--- config.mk ---
export PLATFORM = sky130hd
export DESIGN_NAME = cpsl_top
export DESIGN_NICKNAME = d
export VERILOG_FILES = /design/src/hdl/cpsl_pkg.sv /design/src/hdl/cpsl_tmr_if.sv /design/src/hdl/cpsl_timer.sv /design/src/hdl/cpsl_top.sv
export VERILOG_INCLUDE_DIRS = /design/src /design/src/hdl
export SDC_FILE = /design/constraint.sdc
export NUM_CORES = 1
export LEC_CHECK = 0
export ABC_CLOCK_PERIOD_IN_PS = 16600
export BUFFER_PORTS_ARGS = -buffer_cell sky130_fd_sc_hd__buf_2
export CAP_MARGIN = 10
export CORE_UTILIZATION = 45
export CTS_BUF_LIST = sky130_fd_sc_hd__clkbuf_4 sky130_fd_sc_hd__clkbuf_8
export CTS_CLUSTER_SIZE = 40
export DETAILED_ROUTE_END_ITERATION = 12
export GPL_ROUTABILITY_DRIVEN = 0
export GPL_TIMING_DRIVEN = 0
export HOLD_SLACK_MARGIN = 0.05
export PLACE_DENSITY = 0.73
export SETUP_SLACK_MARGIN = 0.3
export SLEW_MARGIN = 10
export SYNTH_ARGS = -nofsm -noshare
export SYNTH_HDL_FRONTEND = slang
export SYNTH_SLANG_ARGS = --single-unit
--- constraint.sdc ---
create_clock -name mclk -period 16.6 [get_ports mclk]
set_input_delay 1.66 -clock mclk [delete_from_list [all_inputs] [get_ports mclk]]
set_output_delay 1.66 -clock mclk [all_outputs]
set_load 0.01 [all_outputs]
--- src/hdl/cpsl_consts.svh ---
// Constants for the consumption pulse and status indicator block
`ifndef CPSL_CONSTS_SVH
`define CPSL_CONSTS_SVH
`define CPSL_CLK_HZ 50000000
`define CPSL_SECOND_CYC (`CPSL_CLK_HZ)
`define CPSL_W_LONG_MS 120
`define CPSL_W_MID_MS 60
`define CPSL_W_SHORT_MS 30
`define CPSL_CYC_PER_MS (`CPSL_CLK_HZ / 1000)
`define CPSL_FLOW_MID 3
`define CPSL_FLOW_HIGH 6
`define CPSL_BLINK_CYC 12500000
`endif

--- src/hdl/cpsl_pkg.sv ---
// Types shared by the consumption pulse block
package cpsl_pkg;
    typedef enum logic [1:0] {
        CPSL_IDLE,
        CPSL_HIGH,
        CPSL_GAP
    } cpsl_state_t;
endpackage

--- src/hdl/cpsl_tmr_if.sv ---
// Interface between the pulse sequencer and its interval timer
`timescale 1ns/10ps
`default_nettype none
interface cpsl_tmr_if #(parameter int CW = 32);
    logic load;
    logic [CW-1:0] count;
    logic done;
    modport ctl (output load, output count, input done);
    modport tmr (input load, input count, output done);
endinterface // cpsl_tmr_if
`default_nettype wire

--- src/hdl/cpsl_timer.sv ---
// Down-counting interval timer used for pulse high and gap phases
`timescale 1ns/10ps
`default_nettype none
module cpsl_timer #(
    parameter int CW = 32
) (
    input wire logic mclk,
    input wire logic arst_n,
    cpsl_tmr_if.tmr t
);
    logic [CW-1:0] cnt_q;
    logic run_q;

    // Done pulses for one cycle when the loaded count runs out
    assign t.done = run_q && (cnt_q == '0);

    always_ff @(posedge mclk or negedge arst_n) begin
        if (!arst_n) begin
            cnt_q <= '0;
            run_q <= 1'b0;
        end else if (t.load) begin
            cnt_q <= t.count - 1'b1;
            run_q <= 1'b1;
        end else if (run_q) begin
            cnt_q <= cnt_q - 1'b1;
            run_q <= (cnt_q != '0);
        end
    end
endmodule // cpsl_timer
`default_nettype wire

--- src/hdl/cpsl_top.sv ---
// Consumption pulse generator and front-panel status indicators
//
// Behaviour
// - One switch pulse per whole consumption unit accumulated.
// - Volume summed per one-second interval; pulses released after the second.
// - Pulse width 120 ms up to flow 3, 60 ms above 3, 30 ms above 6.
// - Logger indicator steady on while flash is formatting.
// - Logger indicator blinks while recording, dark otherwise.
// - Flow indicator steady while display shows flow; never blinks.
// - Pressure indicator steady while display shows pressure; never blinks.
// - Link indicator steady while wireless link is up; never blinks.
`include "cpsl_consts.svh"
`timescale 1ns/10ps
`default_nettype none
module cpsl_top
    import cpsl_pkg::*;
#(
    parameter int VW = 24,
    parameter int FW = 16,
    parameter int QW = 24,
    parameter int SECOND_CYC = `CPSL_SECOND_CYC,
    parameter int W_LONG_CYC = `CPSL_W_LONG_MS * `CPSL_CYC_PER_MS,
    parameter int W_MID_CYC = `CPSL_W_MID_MS * `CPSL_CYC_PER_MS,
    parameter int W_SHORT_CYC = `CPSL_W_SHORT_MS * `CPSL_CYC_PER_MS,
    parameter int BLINK_CYC = `CPSL_BLINK_CYC
) (
    input wire logic mclk,
    input wire logic arst_n,
    input wire logic vol_valid,
    input wire logic [VW-1:0] vol_units,
    input wire logic [FW-1:0] flow_rate,
    input wire logic log_formatting,
    input wire logic log_recording,
    input wire logic disp_is_flow,
    input wire logic disp_is_pressure,
    input wire logic link_connected,
    output logic pulse_switch_out,
    output logic [QW-1:0] pulses_owed,
    output logic led_logger,
    output logic led_flow,
    output logic led_pressure,
    output logic led_link
);
    localparam int CW = 32;

    cpsl_state_t state_q;
    cpsl_tmr_if #(.CW(CW)) tif ();

    logic [CW-1:0] sec_q;
    logic [QW-1:0] acc_q;
    logic [QW-1:0] owe_q;
    logic [CW-1:0] width_q;
    logic [CW-1:0] blink_q;
    logic blink_ph_q;
    logic sw_q;

    // Second boundary and width selection from the present flow
    wire sec_end = (sec_q == CW'(SECOND_CYC - 1));
    wire flow_high = flow_rate > FW'(`CPSL_FLOW_HIGH);
    wire flow_mid = flow_rate > FW'(`CPSL_FLOW_MID);
    wire [CW-1:0] width_sel = flow_high ? CW'(W_SHORT_CYC) :
        flow_mid ? CW'(W_MID_CYC) : CW'(W_LONG_CYC);
    wire start = (state_q == CPSL_IDLE) && (owe_q != '0);
    wire [QW-1:0] owe_dec = (start ? QW'(1) : QW'(0));
    wire [QW-1:0] acc_add = vol_valid ? QW'(vol_units) : QW'(0);

    // One-second interval counter
    always_ff @(posedge mclk or negedge arst_n) begin
        if (!arst_n) begin
            sec_q <= '0;
        end else begin
            sec_q <= sec_end ? '0 : sec_q + 1'b1;
        end
    end

    // Units gathered before the last cycle of a second move to the owed queue at its end; last-cycle units start the next second
    // Saturation is not applied; the queue is sized far beyond one second of flow
    always_ff @(posedge mclk or negedge arst_n) begin
        if (!arst_n) begin
            acc_q <= '0;
            owe_q <= '0;
        end else if (sec_end) begin
            acc_q <= acc_add;
            owe_q <= owe_q + acc_q + acc_add - owe_dec - acc_add;
        end else begin
            acc_q <= acc_q + acc_add;
            owe_q <= owe_q - owe_dec;
        end
    end

    // Timer is loaded with the pulse width at start and again for the gap
    assign tif.load = start || ((state_q == CPSL_HIGH) && tif.done);
    assign tif.count = start ? width_sel : width_q;

    cpsl_timer #(.CW(CW)) u_timer (
        .mclk(mclk),
        .arst_n(arst_n),
        .t(tif)
    );

    // Pulse sequencer: high phase then a gap of equal length
    always_ff @(posedge mclk or negedge arst_n) begin
        if (!arst_n) begin
            state_q <= CPSL_IDLE;
            width_q <= '0;
            sw_q <= 1'b0;
        end else begin
            case (state_q)
                CPSL_IDLE: begin
                    if (start) begin
                        state_q <= CPSL_HIGH;
                        width_q <= width_sel;
                        sw_q <= 1'b1;
                    end
                end
                CPSL_HIGH: begin
                    if (tif.done) begin
                        state_q <= CPSL_GAP;
                        sw_q <= 1'b0;
                    end
                end
                CPSL_GAP: begin
                    if (tif.done) begin
                        state_q <= CPSL_IDLE;
                    end
                end
                default: begin
                    state_q <= CPSL_IDLE;
                    sw_q <= 1'b0;
                end
            endcase
        end
    end

    // Free-running blink phase for the logger indicator
    always_ff @(posedge mclk or negedge arst_n) begin
        if (!arst_n) begin
            blink_q <= '0;
            blink_ph_q <= 1'b0;
        end else if (blink_q == CW'(BLINK_CYC - 1)) begin
            blink_q <= '0;
            blink_ph_q <= ~blink_ph_q;
        end else begin
            blink_q <= blink_q + 1'b1;
        end
    end

    // Indicators are registered so they never glitch; formatting outranks recording
    always_ff @(posedge mclk or negedge arst_n) begin
        if (!arst_n) begin
            led_logger <= 1'b0;
            led_flow <= 1'b0;
            led_pressure <= 1'b0;
            led_link <= 1'b0;
        end else begin
            led_logger <= log_formatting | (log_recording & blink_ph_q);
            led_flow <= disp_is_flow;
            led_pressure <= disp_is_pressure;
            led_link <= link_connected;
        end
    end

    assign pulse_switch_out = sw_q;
    assign pulses_owed = owe_q;
endmodule // cpsl_top
`default_nettype wire

==> impl_metrics.py <==
metrics = {
    "floorplanning": {
        "core-area_mm2": 0.02809,
        "ioPinCount": 77,
        "std_cell_rows": 61,
        "die_x_um": 171.7,
        "die_y_um": 171.7,
        "die_area_mm2": 0.02947,
        "initial_utilization": 0.4612,
    },
    "layout": {
        "nets": 1686,
        "syn_to_final_growth_pct": 9.938,
        "post-route-util": 0.5071,
        "num_antenna_cells": 0,
        "final_layout_size_suffix_gt1_frac": 0.09483,
    },
    "clock_network": {
        "cts.repair.resized": 0,
        "clkSinkCount": 185,
        "post_cts.repair.setup_buffers": 0,
        "clk_transition_reported_paths_ns": 0.11,
        "clock_path_buffers": 2,
        "clock_insertion_delay_worst_skew_ns": 0.48,
        "holdBufCountCts": 0,
        "cts_tree": "built",
        "htree_levels": 4,
        "library_cell_used_as_clock_root_buffer": "sky130_fd_sc_hd__clkbuf_8",
        "cts_buffers": 17,
    },
    "sta": {
        "rsz0062_at_grt": "no",
        "timing.clock.skew_ns": 0.02659,
        "timing_max_transition_violations_final": 0,
        "min_period_ns": 7.110,
        "worst_hold_slack_ns": 0.4836,
        "finalWorstSetupSlack_ns": 9.490,
        "slew-limit-headroom": 0.2594,
        "max_slew.worst_pin.slew_ns": 1.101,
        "final-setup-viol-count": 0,
        "timing.final.crit_share": 0.4283,
        "achievable-frequency_ghz": 0.1406,
        "final_hold_viol_count": 0,
        "setup_tns_ns": 0,
    },
    "synth": {
        "dominantRegCellSynth": "sky130_fd_sc_hd__dfrtp_1",
        "synthDominantCellAreaShare": 0.3573,
        "synth-edff-count": 0,
        "warnings_synthesis": 0,
        "synth.lib_cells_used.distinct": 76,
        "synthArstFlopShare": 1.000,
        "syn_area_mm2": 0.01295,
        "synthesis.area_per_instance_um2": 9.110,
        "yosysSeqAreaShare": 0.3573,
        "yosys_register_bits": 185,
        "synth.cells.most_frequent": "sky130_fd_sc_hd__dfrtp_1 (185), sky130_fd_sc_hd__nor2_1 (156), sky130_fd_sc_hd__nand2_1 (112)",
        "synth_nets": 1590,
        "synth.most_common_cell": "sky130_fd_sc_hd__dfrtp_1",
        "post_synth_main_area_contributors": "sky130_fd_sc_hd__dfrtp_1 (36%), sky130_fd_sc_hd__fa_1 (7.4%), sky130_fd_sc_hd__ha_1 (7.0%)",
        "yosysTopAreaCell": "sky130_fd_sc_hd__dfrtp_1",
        "synthesis.instances": 1422,
    },
    "global_route": {
        "grt-ovfl-total": 0,
        "global_route_wire_length_before_repair_mm": 52.41,
        "globalRouteMet3Util": 0.03636,
        "top_usage_layer": "met2",
        "grt_use_met1": 0.2980,
        "groute.usage.overall": 0.2247,
        "vias_in_the_first_global_route": 10580,
        "grt.met2_usage": 0.3677,
        "grt_antenna_before_repair": 0,
        "grt_max_degree": 101,
    },
    "route": {
        "totalWireLength_mm": 31.61,
        "post-route-drc-count": 0,
        "drt_pre_antenna_iters": 5,
        "routedWlPerCell_um": 16.57,
        "avgViaCountPerCell": 5.631,
        "postRouteAntennaNets": 0,
        "via_count": 10740,
        "detailedRoute.firstIterationViolations": 808,
    },
    "critical_path": {
        "timing.critical_path.required_ns": 16.94,
        "critPathMaxFanout": 11,
        "cp.arrival_ns": 7.45,
        "worst-r2r-cell-count": 23,
        "crit_type": "register to register",
        "start_kind": "register",
        "critPathCaptureType": "register",
    },
    "place": {
        "portBuffers": 76,
        "worst_case_setup_slack_after_placement_ns": 9.593,
        "dp.final_hpwl_mm": 24.18,
    },
    "power_and_ir_drop": {
        "p_sw_mw": 0.7058,
        "share_comb_of_total_power": 0.523,
        "switching_share": 0.4025,
        "power_per_cell_area_mw_per_mm2": 123.1,
        "p_leak_nw": 6.210,
        "worst_ir_drop_vdd_mv": 0.07246,
        "seq_power_share": 0.297,
        "internal_power_mw": 1.048,
        "power.total_mw": 1.754,
        "power.clock.fraction": 0.180,
    },
    "outcome": {
        "result_of_the_run": "completed",
    },
    "hold_path": {
        "timing.hold.worst_path_depth": 1,
        "hold_class": "register to register",
    },
    "run": {
        "drv.max_cap_violation_count": 0,
    },
}
[routing by layer]
metal  vias up  share of wire
met5         -              0
met4         0          0.027
met3        57          0.051
met2       312           0.47
met1      5229           0.45
li1       5141              -
[placed cells by master, fill, tap and decap left out, types with 6 or more instances in the layout]
| cell type | netlist | final |
|---|---|---|
| sky130_fd_sc_hd__and4_1 | 6 | 6 |
| sky130_fd_sc_hd__and2_1 | 45 | 45 |
| sky130_fd_sc_hd__nand4_1 | 25 | 25 |
| sky130_fd_sc_hd__xnor2_1 | 75 | 75 |
| sky130_fd_sc_hd__nor2_1 | 156 | 156 |
| sky130_fd_sc_hd__o21bai_1 | 6 | 6 |
| sky130_fd_sc_hd__clkbuf_8 | 0 | 21 |
| sky130_fd_sc_hd__fa_1 | 48 | 48 |
| sky130_fd_sc_hd__o31ai_1 | 6 | 6 |
| sky130_fd_sc_hd__or3_1 | 14 | 14 |
| sky130_fd_sc_hd__nand2_1 | 112 | 112 |
| sky130_fd_sc_hd__a21o_1 | 17 | 17 |
| sky130_fd_sc_hd__buf_2 | 2 | 77 |
| sky130_fd_sc_hd__and3_1 | 27 | 27 |
| sky130_fd_sc_hd__inv_1 | 100 | 100 |
| sky130_fd_sc_hd__o21a_1 | 15 | 15 |
| sky130_fd_sc_hd__o21ai_0 | 67 | 67 |
| sky130_fd_sc_hd__a31oi_1 | 18 | 18 |
| sky130_fd_sc_hd__nor4_1 | 20 | 20 |
| sky130_fd_sc_hd__clkbuf_1 | 36 | 36 |
| sky130_fd_sc_hd__nand2b_1 | 9 | 9 |
| sky130_fd_sc_hd__or4_1 | 7 | 7 |
| sky130_fd_sc_hd__a211oi_1 | 9 | 9 |
| sky130_fd_sc_hd__nand3_1 | 43 | 43 |
| sky130_fd_sc_hd__nor3_1 | 40 | 40 |
| sky130_fd_sc_hd__ha_1 | 72 | 72 |
| sky130_fd_sc_hd__o211ai_1 | 7 | 7 |
| sky130_fd_sc_hd__dfrtp_1 | 185 | 185 |
| sky130_fd_sc_hd__a21oi_1 | 90 | 90 |
| sky130_fd_sc_hd__mux2i_1 | 16 | 16 |
| sky130_fd_sc_hd__xor2_1 | 54 | 54 |
[cell type report]
class / instances / area [um^2]
Buffer: 46 / 197.7
Clock buffer: 23 / 304.0
Clock inverter: 7 / 92.59
Fill cell: 2624 / 13840
Inverter: 101 / 379.1
Multi-Input combinational cell: 1090 / 7749
Sequential cell: 185 / 4629
Tap cell: 378 / 473.0
Timing Repair Buffer: 77 / 417.9
[cells by family (layout without fill, tap and decap cells)]
group           Yosys count  after routing  synth area share
xor+xnor                129            129           0.08721
fa+ha+maj               120            120            0.1437
mux                      22             22           0.01787
simple gates            539            539            0.2125
buf+inv                 147            254           0.04452
flops                   185            185            0.3573
compound gates          280            280            0.1369
[worst max-delay path, stage by stage (launching register included)]
cell                        delay (ns)
sky130_fd_sc_hd__dfrtp_1          0.48
sky130_fd_sc_hd__nor4_2           0.46
sky130_fd_sc_hd__nand4_1          0.25
sky130_fd_sc_hd__o31ai_4          0.43
sky130_fd_sc_hd__inv_2            0.19
sky130_fd_sc_hd__clkbuf_1         0.30
sky130_fd_sc_hd__clkbuf_1         0.34
sky130_fd_sc_hd__buf_1            0.44
sky130_fd_sc_hd__fa_1             0.54
sky130_fd_sc_hd__fa_1             0.47
sky130_fd_sc_hd__fa_1             0.51
sky130_fd_sc_hd__inv_1            0.04
sky130_fd_sc_hd__ha_1             0.20
sky130_fd_sc_hd__inv_1            0.07
sky130_fd_sc_hd__fa_1             0.19
sky130_fd_sc_hd__nor2b_1          0.07
sky130_fd_sc_hd__o31ai_1          0.42
sky130_fd_sc_hd__a21oi_1          0.17
sky130_fd_sc_hd__o2111ai_1        0.32
sky130_fd_sc_hd__nand4_1          0.23
sky130_fd_sc_hd__a31o_2           0.29
sky130_fd_sc_hd__a211o_1          0.30
sky130_fd_sc_hd__a21oi_1          0.16
sky130_fd_sc_hd__a21oi_1          0.07
[stage by stage]
stage,instance area (um^2),instances
global route,14240,1907
global placement,13810,1876
floorplan,12950,1422
detailed placement,13850,1877
finish,14240,1907
CTS,14240,1907
[power groups by stage]
stage	clock (mW)	sequential, mW	combinational, mW
2_1_floorplan	0	0.524	0.733
6_report	0.315	0.521	0.918
3_5_place_dp	0	0.531	0.908
3_3_place_gp	0	0.529	0.881
4_1_cts	0.320	0.521	0.913
5_1_grt	0.337	0.527	1.03
[sequential cells by signal, indices dropped and copies added, names as in the netlist, 2 cells and up]
register       count
width_q           32
sec_q             32
u_timer.cnt_q     32
blink_q           32
pulses_owed       24
state_q            2
acc_q             24
[path summary, 6_finish.rpt]
path | start | end | slack, ns
max in group asynchronous | arst_n | acc_q[6] | 14.50
min in group asynchronous | arst_n | led_link | 1.21
hold reg to reg | blink_q[31] | blink_q[31] | 0.48
setup reg to reg | pulses_owed[19] | pulses_owed[19] | 9.49
hold / removal | blink_q[31] | blink_q[31] | 0.48
setup / recovery | pulses_owed[19] | pulses_owed[19] | 9.49
Note: power is estimated with default switching activity, not from simulation.
